--- config.mk ---
export PLATFORM = sky130hd
export DESIGN_NAME = power_down_mode_control
export DESIGN_NICKNAME = d
export VERILOG_FILES = /design/src/hdl/pwrdn_pkg.sv /design/src/hdl/settle_timer.sv /design/src/hdl/power_down_mode_control.sv
export SDC_FILE = /design/constraint.sdc
export NUM_CORES = 1
export LEC_CHECK = 0
export ABC_CLOCK_PERIOD_IN_PS = 2600
export BUFFER_PORTS_ARGS = -buffer_cell sky130_fd_sc_hd__buf_2
export CORE_MARGIN = 2
export CORE_UTILIZATION = 49
export DETAILED_ROUTE_END_ITERATION = 6
export HOLD_SLACK_MARGIN = 0.08
export PLACE_DENSITY = 0.77
export SETUP_SLACK_MARGIN = 0.5
export SKIP_CTS_REPAIR_TIMING = 1
export SLEW_MARGIN = 20
export SYNTH_ARGS = -nofsm -noshare
export SYNTH_HDL_FRONTEND = slang
export SYNTH_SLANG_ARGS = --single-unit
--- constraint.sdc ---
create_clock -name mclk -period 2.6 [get_ports mclk]
set_input_delay 0.65 -clock mclk [delete_from_list [all_inputs] [get_ports mclk]]
set_output_delay 0.65 -clock mclk [all_outputs]
set_load 0.05 [all_outputs]
--- src/hdl/pwrdn_pkg.sv ---
// Package of constants and carriers for the power-down mode controller.
// Assumes one 40 MHz system clock and an 8-bit register port.
package pwrdn_pkg;

	// Register offsets
	localparam logic [3:0] OFS_SLEEP_CTL  = 4'h0;
	localparam logic [3:0] OFS_SYS_CTL    = 4'h1;
	localparam logic [3:0] OFS_STOP_HI    = 4'h2;
	localparam logic [3:0] OFS_STOP_LO    = 4'h3;
	localparam logic [3:0] OFS_STOP_SUB   = 4'h4;
	localparam logic [3:0] OFS_LOWPWR_CTL = 4'h5;
	localparam logic [3:0] OFS_WDOG_CTL   = 4'h6;
	localparam logic [3:0] OFS_STATUS     = 4'h7;

	// Field positions
	localparam int BIT_SLEEP_SEL  = 7;
	localparam int BIT_STS_LO     = 4;
	localparam int BIT_NMI_EDGE   = 3;
	localparam int BIT_RAM_EN     = 0;
	localparam int BIT_SUBCLK_EN  = 4;
	localparam int BIT_PRESCALER  = 6;
	localparam int BIT_SETTLED    = 3;
	localparam int BIT_XFER_CTL   = 14;
	localparam int NUM_MODULES    = 24;

	// Reset values
	localparam logic [7:0]  RST_STOP_HI  = 8'h3F;
	localparam logic [7:0]  RST_STOP_LO  = 8'hFF;
	localparam logic [7:0]  RST_STOP_SUB = 8'hFF;
	localparam logic [2:0]  RST_STS      = 3'h0;
	// PWM timer, A/D converter and two serial channels lose state
	localparam logic [23:0] INIT_MASK    = 24'h000AC0;

	// Settling time table, in microseconds, one per field value
	localparam int SETTLE_US [8] = '{8, 16, 32, 64, 128, 256, 512, 16};
	localparam int CLK_MHZ = 40;
	localparam int CNT_W   = 16;

	typedef enum logic [2:0] {
		ST_RUN    = 3'b000,
		ST_SLEEP  = 3'b001,
		ST_SWSTBY = 3'b010,
		ST_SETTLE = 3'b011,
		ST_RESET  = 3'b100,
		ST_HWSTBY = 3'b101
	} mode_e;

	// Pins from the outside world, all asynchronous
	typedef struct packed {
		logic        resetPin_n;
		logic        standbyPin_n;
		logic        nmiPin;
		logic [15:0] extIrq;
		logic [2:0]  modePins;
	} pins_s;

	// Control register contents
	typedef struct packed {
		logic       standbySelect;
		logic [2:0] settlingTime;
		logic       nmiEdgeSelect;
		logic       ramEnable;
		logic       subclockEnable;
		logic       prescalerSelect;
	} ctl_s;

endpackage : pwrdn_pkg

--- src/hdl/settle_timer.sv ---
// Oscillation settling counter with a table of terminal counts.
// Assumes run is high for the whole wait and drops after it.
`timescale 1ns/1ps
module settle_timer #(
	parameter int CNT_W = pwrdn_pkg::CNT_W,
	parameter logic [7:0][15:0] TABLE = '{
		16'(pwrdn_pkg::SETTLE_US[7] * pwrdn_pkg::CLK_MHZ),
		16'(pwrdn_pkg::SETTLE_US[6] * pwrdn_pkg::CLK_MHZ),
		16'(pwrdn_pkg::SETTLE_US[5] * pwrdn_pkg::CLK_MHZ),
		16'(pwrdn_pkg::SETTLE_US[4] * pwrdn_pkg::CLK_MHZ),
		16'(pwrdn_pkg::SETTLE_US[3] * pwrdn_pkg::CLK_MHZ),
		16'(pwrdn_pkg::SETTLE_US[2] * pwrdn_pkg::CLK_MHZ),
		16'(pwrdn_pkg::SETTLE_US[1] * pwrdn_pkg::CLK_MHZ),
		16'(pwrdn_pkg::SETTLE_US[0] * pwrdn_pkg::CLK_MHZ)}
) (
	// Clock and reset
	input  wire logic       mclk,
	input  wire logic       rst_n,
	input  wire logic       ce,
	// Control
	input  wire logic       run,
	input  wire logic [2:0] sel,
	// Status
	output logic            done
);

	logic [CNT_W-1:0] count;

	// Count while running, clear when idle
	always_ff @(posedge mclk or negedge rst_n) begin
		if (!rst_n) begin
			count <= '0;
			done  <= 1'b0;
		end else if (ce) begin
			if (!run) begin
				count <= '0;
				done  <= 1'b0;
			end else if (count >= CNT_W'(TABLE[sel])) begin
				done  <= 1'b1;
			end else begin
				count <= count + CNT_W'(1);
			end
		end
	end

endmodule : settle_timer

--- src/hdl/power_down_mode_control.sv ---
// Power-down mode controller: sleep, standby modes and module stop.
// Assumes CPU strobes on mclk; pins arrive asynchronously.
`timescale 1ns/1ps
module power_down_mode_control #(
	parameter int NMOD = pwrdn_pkg::NUM_MODULES
) (
	// Clock, reset, enable
	input  wire logic                  mclk,
	input  wire logic                  rst_n,
	input  wire logic                  ce,
	// External pins
	input  wire pwrdn_pkg::pins_s      pins,
	// CPU side
	input  wire logic                  sleepExec,
	input  wire logic                  intAccepted,
	input  wire logic                  cpuIntMask,
	input  wire logic [15:0]           irqEnable,
	input  wire logic                  mediumSpeedSel,
	input  wire logic                  busCycleEnd,
	input  wire logic                  xferBusReq,
	// Register port
	input  wire logic [3:0]            regAddr,
	input  wire logic [7:0]            regWrData,
	input  wire logic                  regWr,
	input  wire logic                  regRd,
	output logic [7:0]                 regRdData,
	// Mode outputs
	output pwrdn_pkg::mode_e           mode,
	output logic                       cpuHalt,
	output logic                       sysClkRun,
	output logic                       chipReset,
	output logic                       ioHighZ,
	output logic                       intExcStart,
	output logic                       resetExcStart,
	output logic                       mediumSpeed,
	output logic [2:0]                 bootMode,
	output pwrdn_pkg::ctl_s            ctl,
	// Peripheral control
	output logic [NMOD-1:0]            periphHalt,
	output logic [NMOD-1:0]            periphInit,
	output logic [NMOD-1:0]            periphRegEn
);

	pwrdn_pkg::pins_s  syncA;
	pwrdn_pkg::pins_s  syncB;
	pwrdn_pkg::mode_e  next_mode;
	logic              nmiPrev;
	logic              nmiEdge;
	logic              extWake;
	logic              settled;
	logic              settleRun;
	logic [NMOD-1:0]   stopReg;
	logic [NMOD-1:0]   stopApplied;
	logic              medBeforeSleep;

	// Register decode, used for writes; reads decode the address with a case
	function automatic logic hit(input logic [3:0] a,
		input logic [3:0] ofs);
		hit = (a == ofs);
	endfunction : hit

	// Two-flop synchroniser for every pin
	always_ff @(posedge mclk or negedge rst_n) begin
		if (!rst_n) begin
			syncA <= '{resetPin_n: 1'b1, standbyPin_n: 1'b1, default: '0};
			syncB <= '{resetPin_n: 1'b1, standbyPin_n: 1'b1, default: '0};
		end else if (ce) begin
			syncA <= pins;
			syncB <= syncA;
		end
	end

	// NMI edge history
	always_ff @(posedge mclk or negedge rst_n) begin
		if (!rst_n) begin
			nmiPrev <= 1'b0;
		end else if (ce) begin
			nmiPrev <= syncB.nmiPin;
		end
	end

	// Edge chosen by the edge select bit
	assign nmiEdge = ctl.nmiEdgeSelect ? (syncB.nmiPin & ~nmiPrev)
		: (~syncB.nmiPin & nmiPrev);
	// NMI edge or enabled, unmasked IRQs wake software standby
	assign extWake = nmiEdge
		| (|(syncB.extIrq & irqEnable) & ~cpuIntMask);

	// Next mode, pin-driven changes first
	always_comb begin
		next_mode = mode;
		if (!syncB.standbyPin_n) begin
			next_mode = pwrdn_pkg::ST_HWSTBY;
		end else if (mode == pwrdn_pkg::ST_HWSTBY) begin
			next_mode = pwrdn_pkg::ST_RESET;
		end else if (!syncB.resetPin_n) begin
			next_mode = pwrdn_pkg::ST_RESET;
		end else begin
			unique case (mode)
				pwrdn_pkg::ST_RUN: begin
					if (sleepExec && !ctl.standbySelect) begin
						next_mode = pwrdn_pkg::ST_SLEEP;
					end else if (sleepExec && !ctl.prescalerSelect) begin
						next_mode = pwrdn_pkg::ST_SWSTBY;
					end
				end
				pwrdn_pkg::ST_SLEEP: begin
					if (intAccepted || nmiEdge) begin
						next_mode = pwrdn_pkg::ST_RUN;
					end
				end
				pwrdn_pkg::ST_SWSTBY: begin
					if (extWake) begin
						next_mode = pwrdn_pkg::ST_SETTLE;
					end
				end
				pwrdn_pkg::ST_SETTLE: begin
					if (settled) begin
						next_mode = pwrdn_pkg::ST_RUN;
					end
				end
				pwrdn_pkg::ST_RESET: begin
					if (settled) begin
						next_mode = pwrdn_pkg::ST_RUN;
					end
				end
				default: next_mode = pwrdn_pkg::ST_RESET;
			endcase
		end
	end

	// Mode register
	always_ff @(posedge mclk or negedge rst_n) begin
		if (!rst_n) begin
			mode <= pwrdn_pkg::ST_RESET;
		end else if (ce) begin
			mode <= next_mode;
		end
	end

	// Exception start pulses on the way back to running
	always_ff @(posedge mclk or negedge rst_n) begin
		if (!rst_n) begin
			intExcStart   <= 1'b0;
			resetExcStart <= 1'b0;
		end else if (ce) begin
			intExcStart   <= next_mode == pwrdn_pkg::ST_RUN
				&& (mode == pwrdn_pkg::ST_SLEEP
				|| mode == pwrdn_pkg::ST_SETTLE);
			resetExcStart <= next_mode == pwrdn_pkg::ST_RUN
				&& mode == pwrdn_pkg::ST_RESET;
		end
	end

	// Remember medium speed across sleep
	always_ff @(posedge mclk or negedge rst_n) begin
		if (!rst_n) begin
			medBeforeSleep <= 1'b0;
		end else if (ce && mode == pwrdn_pkg::ST_RUN) begin
			medBeforeSleep <= mediumSpeedSel;
		end
	end
	assign mediumSpeed = (mode == pwrdn_pkg::ST_RUN) & medBeforeSleep;

	// Mode pins sampled every cycle of reset handling; the last value is kept
	always_ff @(posedge mclk or negedge rst_n) begin
		if (!rst_n) begin
			bootMode <= 3'h0;
		end else if (ce && mode == pwrdn_pkg::ST_RESET) begin
			bootMode <= syncB.modePins;
		end
	end

	// Settling counter runs on the restarted clock
	assign settleRun = (mode == pwrdn_pkg::ST_SETTLE)
		| (mode == pwrdn_pkg::ST_RESET);
	settle_timer u_settle (
		.mclk (mclk),
		.rst_n(rst_n),
		.ce   (ce),
		.run  (settleRun),
		.sel  (ctl.settlingTime),
		.done (settled)
	);

	// Mode-derived chip controls
	assign cpuHalt   = mode != pwrdn_pkg::ST_RUN;
	assign sysClkRun = (mode != pwrdn_pkg::ST_SWSTBY)
		& (mode != pwrdn_pkg::ST_HWSTBY);
	assign chipReset = (mode == pwrdn_pkg::ST_RESET)
		| (mode == pwrdn_pkg::ST_HWSTBY);
	assign ioHighZ   = mode == pwrdn_pkg::ST_HWSTBY;

	// Control registers, cleared by hardware standby
	always_ff @(posedge mclk or negedge rst_n) begin
		if (!rst_n) begin
			ctl <= '{ramEnable: 1'b1, settlingTime: pwrdn_pkg::RST_STS,
				default: '0};
		end else if (ce && mode == pwrdn_pkg::ST_HWSTBY) begin
			ctl <= '{ramEnable: 1'b1, settlingTime: pwrdn_pkg::RST_STS,
				default: '0};
		end else if (ce && regWr) begin
			if (hit(regAddr, pwrdn_pkg::OFS_SLEEP_CTL)) begin
				ctl.standbySelect <= regWrData[pwrdn_pkg::BIT_SLEEP_SEL];
				ctl.settlingTime  <=
					regWrData[pwrdn_pkg::BIT_STS_LO +: 3];
			end
			if (hit(regAddr, pwrdn_pkg::OFS_SYS_CTL)) begin
				ctl.nmiEdgeSelect <= regWrData[pwrdn_pkg::BIT_NMI_EDGE];
				ctl.ramEnable     <= regWrData[pwrdn_pkg::BIT_RAM_EN];
			end
			if (hit(regAddr, pwrdn_pkg::OFS_LOWPWR_CTL)) begin
				ctl.subclockEnable <= regWrData[pwrdn_pkg::BIT_SUBCLK_EN];
			end
			if (hit(regAddr, pwrdn_pkg::OFS_WDOG_CTL)) begin
				ctl.prescalerSelect <= regWrData[pwrdn_pkg::BIT_PRESCALER];
			end
		end
	end

	// Module stop bits as written by software
	always_ff @(posedge mclk or negedge rst_n) begin
		if (!rst_n) begin
			stopReg <= {pwrdn_pkg::RST_STOP_SUB, pwrdn_pkg::RST_STOP_HI,
				pwrdn_pkg::RST_STOP_LO};
		end else if (ce && chipReset) begin
			stopReg <= {pwrdn_pkg::RST_STOP_SUB, pwrdn_pkg::RST_STOP_HI,
				pwrdn_pkg::RST_STOP_LO};
		end else if (ce && regWr) begin
			if (hit(regAddr, pwrdn_pkg::OFS_STOP_HI)) begin
				stopReg[15:8] <= regWrData;
				// Controller owns the bus: its stop bit keeps 0
				if (xferBusReq && !stopReg[pwrdn_pkg::BIT_XFER_CTL]) begin
					stopReg[pwrdn_pkg::BIT_XFER_CTL] <= 1'b0;
				end
			end
			if (hit(regAddr, pwrdn_pkg::OFS_STOP_LO)) begin
				stopReg[7:0] <= regWrData;
			end
			if (hit(regAddr, pwrdn_pkg::OFS_STOP_SUB)) begin
				stopReg[23:16] <= regWrData;
			end
		end
	end

	// Stop bits take effect at the end of a bus cycle or during chip reset
	always_ff @(posedge mclk or negedge rst_n) begin
		if (!rst_n) begin
			stopApplied <= {pwrdn_pkg::RST_STOP_SUB, pwrdn_pkg::RST_STOP_HI,
				pwrdn_pkg::RST_STOP_LO};
		end else if (ce && (busCycleEnd || chipReset)) begin
			stopApplied <= stopReg;
		end
	end

	// Per-module halt, init and register gating
	for (genvar i = 0; i < NMOD; i++) begin : g_mod
		assign periphHalt[i]  = stopApplied[i] | ~sysClkRun;
		assign periphInit[i]  = chipReset
			| (pwrdn_pkg::INIT_MASK[i] & periphHalt[i]);
		assign periphRegEn[i] = ~stopApplied[i];
	end

	// Read data one cycle after the strobe; unmapped reads zero
	always_ff @(posedge mclk or negedge rst_n) begin
		if (!rst_n) begin
			regRdData <= 8'h00;
		end else if (ce && regRd) begin
			unique case (regAddr)
				pwrdn_pkg::OFS_SLEEP_CTL: regRdData <=
					{ctl.standbySelect, ctl.settlingTime, 4'h0};
				pwrdn_pkg::OFS_SYS_CTL: regRdData <= {4'h0,
					ctl.nmiEdgeSelect, 2'h0, ctl.ramEnable};
				pwrdn_pkg::OFS_STOP_HI: regRdData <= stopReg[15:8];
				pwrdn_pkg::OFS_STOP_LO: regRdData <= stopReg[7:0];
				pwrdn_pkg::OFS_STOP_SUB: regRdData <= stopReg[23:16];
				pwrdn_pkg::OFS_LOWPWR_CTL: regRdData <=
					{3'h0, ctl.subclockEnable, 4'h0};
				pwrdn_pkg::OFS_WDOG_CTL: regRdData <=
					{1'h0, ctl.prescalerSelect, 6'h00};
				pwrdn_pkg::OFS_STATUS: regRdData <=
					{4'h0, settled, mode};
				default: regRdData <= 8'h00;
			endcase
		end
	end
endmodule : power_down_mode_control

# After elaboration in Yosys (flattened, before gate mapping)
# Memory sizes are Yosys's and may differ from the RTL's.
# Index checks and enable logic that the tools add are counted.
dict set report word_totals {
  ff_bits 135
  rom_bits 128
  inputBits 61
  out_inout_bits 101
  elab_cells 184
  n_memories 1
}
dict set report op_classes {
  n_addsub 1
  magnitude_cmp 2
  eq_ne 16
  mux 28
  bitwise_logic 65
  reduce_logical 42
}
# name depth width read_ports rd_clocked_by_memory_dff wr line
set memory_table {}
lappend memory_table {{(no name shown)} 8 16 1 0 0 settle_timer.sv:38} ;# end else if (count >= CNT_W'(TABLE[sel])) begin
# op n
set op_table {}
lappend op_table {{case mux 8 bit (8 select lines)} 1}
lappend op_table {{2-to-1 mux 16 bit} 3}
lappend op_table {{2-to-1 mux 24 bit} 2}
lappend op_table {{2-to-1 mux 8 bit} 5}
lappend op_table {{bitwise OR 1 bit} 31}
lappend op_table {{NOT 1 bit} 28}
lappend op_table {{2-to-1 mux 3 bit} 8}
lappend op_table {{AND reduction 2 bit} 9}
lappend op_table {{nonzero test 2 bit} 9}
lappend op_table {{adder 16 x 1 -> 16 bit (second input constant)} 1}
lappend op_table {{AND 16 bit} 1}
lappend op_table {{== test 4 x 3 -> 1 bit (second input constant)} 4}
lappend op_table {{greater-or-equal comparator 16 bit} 1}
lappend op_table {{OR reduction 16 bit} 1}
lappend op_table {{logical AND 1 bit} 12}
lappend op_table {{case mux 3 bit (4 select lines)} 1}
lappend op_table {{== test 4 x 2 -> 1 bit (second input constant)} 2}
lappend op_table {{== test 3 x 2 -> 1 bit (second input constant)} 2}
lappend op_table {{== test 3 bit (second input constant)} 2}
lappend op_table {{zero test 3 bit} 2}
lappend op_table {{2-to-1 mux 1 bit} 6}
lappend op_table {{AND 1 bit} 5}
lappend op_table {{== test 4 x 1 -> 1 bit (second input constant)} 1}
lappend op_table {{zero test 4 bit} 1}
lappend op_table {{11 further kinds} 16}

# Longest topological paths before layout
# Gate-level depths: netlist of run 1.
dict set report logic_depth {
  ltp_word 11
  mapped_depth 11
  ltp_nobuf 9
}

# Hierarchy
# Synthesis of run 1 repeated with hierarchy kept, for this count alone.
dict set report unflattened {
  cells_unflattened 628
  area_unflattened_um2 6955.4
}
# module instances cells_per_inst area_per_inst_um2 seq_area_each_um2
set modules_own_cells {}
lappend modules_own_cells {power_down_mode_control 1 478 5627.9 3015.4}
lappend modules_own_cells {settle_timer 1 150 1327.5 425.4}

# Worst setup path before layout of run 1
# No wires, ideal clock.
dict set report synth_path {
  kind {register to output}
  from {register mode[2]}
  to {output periphHalt[10]}
  arrival_ps 3405
  required_time_ps 1950
  setup_slack_ps -1455
  path_stages_with_launch 9
  n_path_buf 3
  cell_sequence {dfstp_2 -> clkbuf_1 -> nand2b_1 -> buf_2 -> inv_1 -> and2_1 -> nor2_1 -> clkbuf_1 -> nand2_1}
}
dict set report synth_between {
  elab_chain_len 4
  word_cells_on_any_way 5
  cone_classes {2 x eq/ne; 3 x bitwise}
}
# element line
set synth_lines {}
lappend synth_lines {{from (decl)} power_down_mode_control.sv:28} ;# output pwrdn_pkg::mode_e mode,
lappend synth_lines {{from (signal assigned)} power_down_mode_control.sv:135} ;# mode <= pwrdn_pkg::ST_RESET;
lappend synth_lines {{from (signal assigned)} power_down_mode_control.sv:137} ;# mode <= next_mode;
lappend synth_lines {{!= test 3 x 2 -> 1 bit or != test 3 bit (tied branches)} {power_down_mode_control.sv:188, power_down_mode_control.sv:189}}
lappend synth_lines {{AND 1 bit (*)} power_down_mode_control.sv:189} ;# & (mode != pwrdn_pkg::ST_HWSTBY);
lappend synth_lines {{net sysClkRun} power_down_mode_control.sv:30} ;# output logic sysClkRun,
lappend synth_lines {{NOT 1 bit (*)} power_down_mode_control.sv:258} ;# assign periphHalt[i] = stopApplied[i] | ~sysClkRun;
lappend synth_lines {{bitwise OR 1 bit (*)} power_down_mode_control.sv:258}
lappend synth_lines {{to (decl)} power_down_mode_control.sv:39} ;# output logic [NMOD-1:0] periphHalt,
# The timed path passes the listed nets; every way through them passes the cells marked *.

# Worst setup path after layout of run 1
dict set report layout_path {
  from {register mode[2]}
  to {output periphInit[7]}
}
dict set report layout_between {
  elab_chain_len 5
  word_cells_on_any_way 9
  cone_classes {4 x eq/ne; 5 x bitwise}
}
# element line
set layout_lines {}
lappend layout_lines {{!= test 3 x 2 -> 1 bit or != test 3 bit (tied branches)} {power_down_mode_control.sv:188, power_down_mode_control.sv:189}}
lappend layout_lines {{AND 1 bit} power_down_mode_control.sv:189}
lappend layout_lines {{NOT 1 bit} power_down_mode_control.sv:258}
lappend layout_lines {{bitwise OR 1 bit} power_down_mode_control.sv:258}
lappend layout_lines {{bitwise OR 1 bit (*)} power_down_mode_control.sv:260} ;# | (pwrdn_pkg::INIT_MASK[i] & periphHalt[i]);
lappend layout_lines {{to (decl)} power_down_mode_control.sv:40} ;# output logic [NMOD-1:0] periphInit,
# Every way passes the cells marked *; elsewhere a longest branch is shown, timed or not.

==> impl_metrics.py, run 1 <==
metrics = {
    "run_status": {
        "run_status": "completed",
    },
    "timing": {
        "post_route_setup_tns_ns": 0,
        "final_worst_path_period_share_pct": 98.26,
        "finalCriticalPeriod_ns": 2.555,
        "report.final.setup_viol": 0,
        "final_hold_viol_count": 0,
        "rsz0062_at_grt": "true",
        "fmax_mhz": 391.4,
        "worst_pin_slew_ns": 0.8007,
        "finClkSkew_ns": 0.01124,
        "relSlewSlack_pct": 46.42,
        "post-route-worst-setup-slack_ns": 0.04532,
        "timing_max_transition_violations_final": 0,
    },
    "yosys": {
        "post_synth_top_area_cell": "dfrtp_1",
        "synth_area_leaders": "dfrtp_1, dfstp_2, mux2_2",
        "synthCells": 677,
        "post_synth.cell_area_avg_um2": 10.14,
        "synthesis.yosys.warnings": 0,
        "ys_seq_area_share_pct": 50.13,
        "synth_fp_nets": 749,
        "mappedNetlistArea_um2": 6864,
        "postSynth.topFlopCell": "dfrtp_1",
        "yosys.cell_types.count": 56,
        "synth.ff_latch_count": 135,
        "synth_edf_count": 0,
        "synth_async_sr_flop_share_pct": 100.0,
        "yosys.area.top_type_share_pct": 30.99,
    },
    "global_routing": {
        "global_route.peak_usage_layer": "met2",
        "gr-usage-met2_pct": 40.87,
        "vias_in_the_first_global_route": 5628,
        "antenna_found_initial": 1,
        "groute.layer.met3.usage_pct": 6.273,
        "grt_start_max_net_pins": 80,
        "grt_overflow": 0,
        "grt_util_all_layers_pct": 25.25,
        "globalRouteMet1Util_pct": 32.80,
        "wire_length_of_the_first_global_routing_pass_mm": 28.83,
    },
    "clocking": {
        "htreeDepth": 4,
        "clk-insertion-delay-late_ns": 0.43,
        "cts_tree": "yes",
        "clk_pin_slew_ns": 0.06,
        "clock-root-buffer": "clkbuf_16",
        "clockBufferDepth": 2,
        "clock-sinks": 135,
        "cts_buffers": 17,
    },
    "routing": {
        "ant_nets": 0,
        "drt_drc": 0,
        "detailroute.via_count": 6019,
        "drt-total-wl_mm": 20.34,
        "drt-wirelength-per-cell_um": 19.45,
        "routed_via_density": 5.754,
        "drt_iter0_markers": 620,
        "router_iterations_before_antenna_repair": 6,
    },
    "placement": {
        "place_inst": 983,
        "dp_worst_setup_slack_ns": 0.05559,
        "dp.final_hpwl_mm": 13.02,
        "placement.io_buffers": 161,
        "gpl.final_weighted_congestion": 0.8939,
    },
    "setup_path": {
        "worst_ep_required_time_ns": 1.95,
        "worstSetupStartpointType": "register",
        "critical_path_arrival_ns": 1.90,
        "timing.critical_path.to_type": "output pin",
        "cpMostUsedCell": "buf_12",
        "crit_path_max_fanout": 7,
        "timing.critical_path.cells": "nand2b_4, clkinvlp_4, and2_4, nor2_4, buf_12, buf_12, nand3_2, buf_4",
        "criticalPathCategory": "reg2out",
        "crit_path_max_incr_delay_ns": 0.57,
        "crit_slowest_cell": "dfstp_2",
    },
    "min_path": {
        "hold_class": "in2async",
    },
    "finish": {
        "finish.cell_count_without_fillers": 1046,
        "antenna_cells_inserted": 0,
        "design.final.nets": 925,
        "syn2layout_area_growth_pct": 44.06,
        "post_route_cells_drive_above_1_share_pct": 51.73,
    },
    "die": {
        "core_area_um2": 13770,
        "initial_core_util_pct": 49.84,
        "floorplan.die.height_um": 122.4,
        "num_rows": 43,
        "io_pins": 162,
        "die_area_um2": 14970,
        "dieWidth_um": 122.4,
    },
    "pwr": {
        "power_per_cell_area_nw_per_um2": 621.5,
        "p_leak_nw": 4.573,
        "max-vdd-ir-drop_mv": 0.5433,
    },
    "job": {
        "drv_cap": 0,
    },
}
path summary, 6_finish.rpt:
check / start / end / slack (ns) / cells after the start
worst max register to register: ctl[5] / u_settle.count[6] / 0.09 / 8
max in group asynchronous: rst_n / stopApplied[13] / 1.71 / 2
worst min-delay path: rst_n / syncB[5] / 0.10 / 1
min in group mclk: pins[2] / syncA[2] / 0.46 / 2
worst max-delay path: mode[2] / periphInit[7] / 0.05 / 8
worst min register to register: regRdData[0] / regRdData[0] / 0.49 / 2
report_power, final:
| group | switching (mW) | internal (mW) |
|---|---|---|
| clock network | 0.927 | 1.69 |
| logic | 0.684 | 0.437 |
| registers | 0.126 | 2.28 |
worst max-delay path, delay by kind of cell (launching register included):
kind                   cells  cell delay (ns)
DFF                        1             0.57
buffers and inverters      4             0.56
and+or+nand+nor            4             0.34
state kept, by name (all words and copies together) (netlist names), 3 cells and up:
signal          flops
bootMode            3
syncB              22
u_settle.count     16
stopReg            24
ctl                 8
mode                3
syncA              22
regRdData           8
stopApplied        24
synth_stat cells, types with 4 or more instances:
master and n:
dfrtp_1 85, nand3_1 51, and3_1 5, a221oi_1 6, buf_4 20, a22o_1 7
mux2i_1 7, nor2_1 26, a31oi_1 10, nand2b_1 7, mux2_2 77, buf_2 6
clkbuf_1 27, nor3_1 13, ha_1 11, nor3b_1 4, buf_1 5, a31o_2 8
nor4_1 4, a21oi_1 21, nor2b_1 5, dfstp_2 50, nand4_1 6, o21ai_0 14
inv_1 37, nand3b_1 4, nand2_1 111
cells by family after synthesis:
group / after synthesis / synth area share (%)
buf+inv: 96 / 6.562
fa+ha+maj: 11 / 2.005
simple gates: 256 / 17.79
mux: 85 / 13.98
xor+xnor: 1 / 0.1276
flops: 135 / 50.13
compound gates: 93 / 9.406
final cells by class:
class                   instances  area (um^2)
fillers                       958         3885
multi-input cells             446         3512
flip-flops and latches        135         3447
repair buffers                216         1928
clock buffers                  18        429.2
well taps                     180        225.2
clock inverters                14        203.9
inverters                      37        142.6
routing by layer:
metal  wire length [um]  part of all wire (%)
met2              10160                    50
met3               1478                   7.3
met4                521                   2.6
met5                 13                 0.064
met1               8166                    40
through the flow:
stage | instance area, um^2 | power [mW] | util, % | hold slack, ns
final | 9888 | 6.145 | 71.79 | 0.1014
after global routing | 9888 | 6.360 | 71.79 | 0.1045
after CTS | 8836 | 6.015 | 64.15 | 0.09807
after detailed placement | 8203 | 3.403 | 59.56 | 0.4737
after global placement | 8203 | 3.365 | 59.56 | 0.4609
after floorplan | 7373 | 3.117 | - | 0.3544
layout by cell type, fill, tap and decap left out, types with 4 or more instances in the layout:
master,count
a21oi_1,19
ha_1,9
dfstp_2,50
a22o_1,7
nand3b_1,4
dfrtp_2,5
buf_6,7
nor2_1,22
nand2_1,86
nand4_1,6
a221oi_1,6
nand2_4,7
a31o_2,7
clkbuf_16,20
clkinv_2,5
mux2i_1,7
nand2b_1,6
mux2_2,77
bufinv_16,5
dfrtp_1,80
and3_1,5
buf_12,11
nor3_1,12
buf_2,108
nand3_1,47
nor2b_1,5
a31oi_1,10
nand2_8,15
o21ai_0,13
buf_8,48
buf_4,38
inv_1,36
No activity file was read; power rests on OpenSTA's default activity.
==> run 2, diff against run 1 <==
--- a/config.mk
+++ b/config.mk
@@ -7,12 +7,12 @@
 export LEC_CHECK = 0
 export ABC_CLOCK_PERIOD_IN_PS = 2600
 export BUFFER_PORTS_ARGS = -buffer_cell sky130_fd_sc_hd__buf_2
+export CORE_ASPECT_RATIO = 0.6
 export CORE_MARGIN = 2
 export CORE_UTILIZATION = 49
 export DETAILED_ROUTE_END_ITERATION = 6
 export HOLD_SLACK_MARGIN = 0.08
 export PLACE_DENSITY = 0.77
-export SETUP_SLACK_MARGIN = 0.5
 export SKIP_CTS_REPAIR_TIMING = 1
 export SLEW_MARGIN = 20
 export SYNTH_ARGS = -nofsm -noshare
==> run 2 against run 1 <==
Against the previous run:
- the run now ends with negative setup slack left
- core utilization shrank 3.3 points
- sequential cell count did not move
- combinational power hardly changed
- power is 2.8% lower
- clock skew is 0.0029 ns lower
- largest power group unchanged
==> impl_metrics.py, run 2 (synthesis results as in run 1) <==
metrics = {
    "timing": {
        "timing_max_transition_violations_final": 0,
        "final_hold_viol_count": 0,
        "finClkSkew_ns": 0.008335,
        "final_worst_path_period_share_pct": 101.9,
        "post-route-worst-setup-slack_ns": -0.04915,
        "post_route_setup_tns_ns": -0.2905,
        "fmax_mhz": 377.5,
        "relSlewSlack_pct": 32.49,
        "report.final.setup_viol": 19,
        "worst_pin_slew_ns": 1.008,
        "finalCriticalPeriod_ns": 2.649,
        "rsz0062_at_grt": "true",
        "hold_ws_ns": 0.1412,
    },
    "finish": {
        "post_route_cells_drive_above_1_share_pct": 49.06,
        "most-common-layout-cells": "buf_2, nand2_1, dfrtp_1",
        "most_frequent_standard_cell_in_the_layout_excluding_fill_and_tap_cells": "buf_2",
        "final_util_pct": 68.48,
        "layout.cell_area.non_filler_um2": 9359,
        "antenna_cells_inserted": 0,
        "n_fill_cell": 948,
        "design.final.nets": 909,
        "syn2layout_area_growth_pct": 36.35,
        "layout_top_registers": "stopApplied x24, stopReg x24",
        "finish.cell_count_without_fillers": 1042,
    },
    "placement": {
        "dp_worst_setup_slack_ns": 0.01597,
        "placed_area_um2": 8180,
        "gpl.final_weighted_congestion": 0.8805,
        "place_inst": 995,
        "placement.io_buffers": 161,
        "dp.final_hpwl_mm": 13.53,
    },
    "clocking": {
        "clock-root-buffer": "clkbuf_16",
        "clockBufferDepth": 2,
        "cts_tree": "yes",
        "clk_pin_slew_ns": 0.06,
        "cts_buffers": 17,
        "clk-insertion-delay-late_ns": 0.42,
        "htreeDepth": 4,
        "clock-sinks": 135,
    },
    "global_routing": {
        "vias_in_the_first_global_route": 5768,
        "grt_start_max_net_pins": 51,
        "antenna_found_initial": 0,
        "grt_overflow": 0,
        "grt_util_all_layers_pct": 26.70,
        "wire_length_of_the_first_global_routing_pass_mm": 30.35,
    },
    "setup_path": {
        "crit_slowest_cell": "dfstp_2",
        "critical_path_arrival_ns": 2.00,
        "criticalPathCategory": "reg2out",
        "crit_path_max_fanout": 7,
        "worst_ep_required_time_ns": 1.95,
        "worstSetupStartpointType": "register",
        "crit_path_max_incr_delay_ns": 0.64,
        "timing.critical_path.to_type": "output pin",
        "timing.critical_path.cells": "buf_12, nor3b_2, nor2_4, buf_4, buf_12, nand3_2, buf_8",
        "cpMostUsedCell": "buf_12",
    },
    "routing": {
        "ant_nets": 0,
        "drt-total-wl_mm": 20.10,
        "router_iterations_before_antenna_repair": 5,
        "routed_via_density": 5.761,
        "drt-wirelength-per-cell_um": 19.29,
        "detailroute.via_count": 6003,
        "drt_drc": 0,
        "drt_iter0_markers": 469,
    },
    "pwr": {
        "p_leak_nw": 4.344,
        "power_per_cell_area_nw_per_um2": 638.0,
        "fin_total_pwr_mw": 5.971,
        "max-vdd-ir-drop_mv": 0.4943,
    },
    "die": {
        "initial_core_util_pct": 50.22,
        "io_pins": 162,
        "dieWidth_um": 156.8,
        "num_rows": 33,
        "core_area_um2": 13670,
        "floorplan.die.height_um": 95.68,
        "die_area_um2": 15000,
    },
    "run_status": {
        "failed_checks": "negative setup slack",
        "run_status": "complete, but fails checks",
    },
    "min_path": {
        "hold_class": "in2async",
    },
    "job": {
        "drv_cap": 0,
    },
}
[run 2: cell types whose count changed in the layout (fill, tap and decap cells not counted), moves of 3 or more]
cell       delta
buf_2        +23
buf_8        -19
buf_4         -8
buf_6         -7
buf_12        -5
clkinv_2      -5
bufinv_16     -4
clkbuf_8      +4
inv_4         +3
nand2_2       -3
nor2_1        +3
[run 2: layer usage]
metal / wire [um] / global-route usage [%] / vias to the layer above
met3: 1547 / 7.045 / 42
li1: - / - / 2694
met4: 427 / 10.32 / 0
met2: 9403 / 40.42 / 294
met5: 0 / 0 / -
met1: 8724 / 36.93 / 2973
[run 2: report_power, final]
part,leakage (nW),total [mW],internal [mW],switching (mW)
logic,2.44,1.11,0.422,0.684
registers,1.60,2.41,2.28,0.128
clock network,0.306,2.46,1.50,0.963
[run 2: final timing paths]
check / start / to / slack, ns / cells after the start
setup / recovery: mode[2] / periphInit[6] / -0.05 / 7
hold / removal: rst_n / syncA[10] / 0.14 / 1
setup reg to reg: ctl[6] / u_settle.count[4] / 0.03 / 9
hold reg to reg: regRdData[5] / regRdData[5] / 0.49 / 2
max in group asynchronous: rst_n / stopApplied[6] / 1.77 / 2
min in group mclk: pins[0] / syncA[0] / 0.46 / 2
[run 2: worst max-delay path, delay by kind of cell, from the launching register on]
family	cells	cell delay, ns
DFF	1	0.64
and+or+nand+nor	3	0.30
buffers and inverters	4	0.64
[run 2: area by class of cell]
| class | instances | area [um^2] | share of cell area [%] |
|---|---|---|---|
| Sequential cell | 135 | 3446 | 36.82 |
| Clock buffer | 22 | 505.5 | 5.401 |
| Timing Repair Buffer | 199 | 1499 | 16.02 |
| Inverter | 37 | 142.6 | 1.524 |
| Tap cell | 192 | 240.2 | 2.567 |
| Clock inverter | 10 | 103.9 | 1.110 |
| Multi-Input combinational cell | 447 | 3422 | 36.56 |
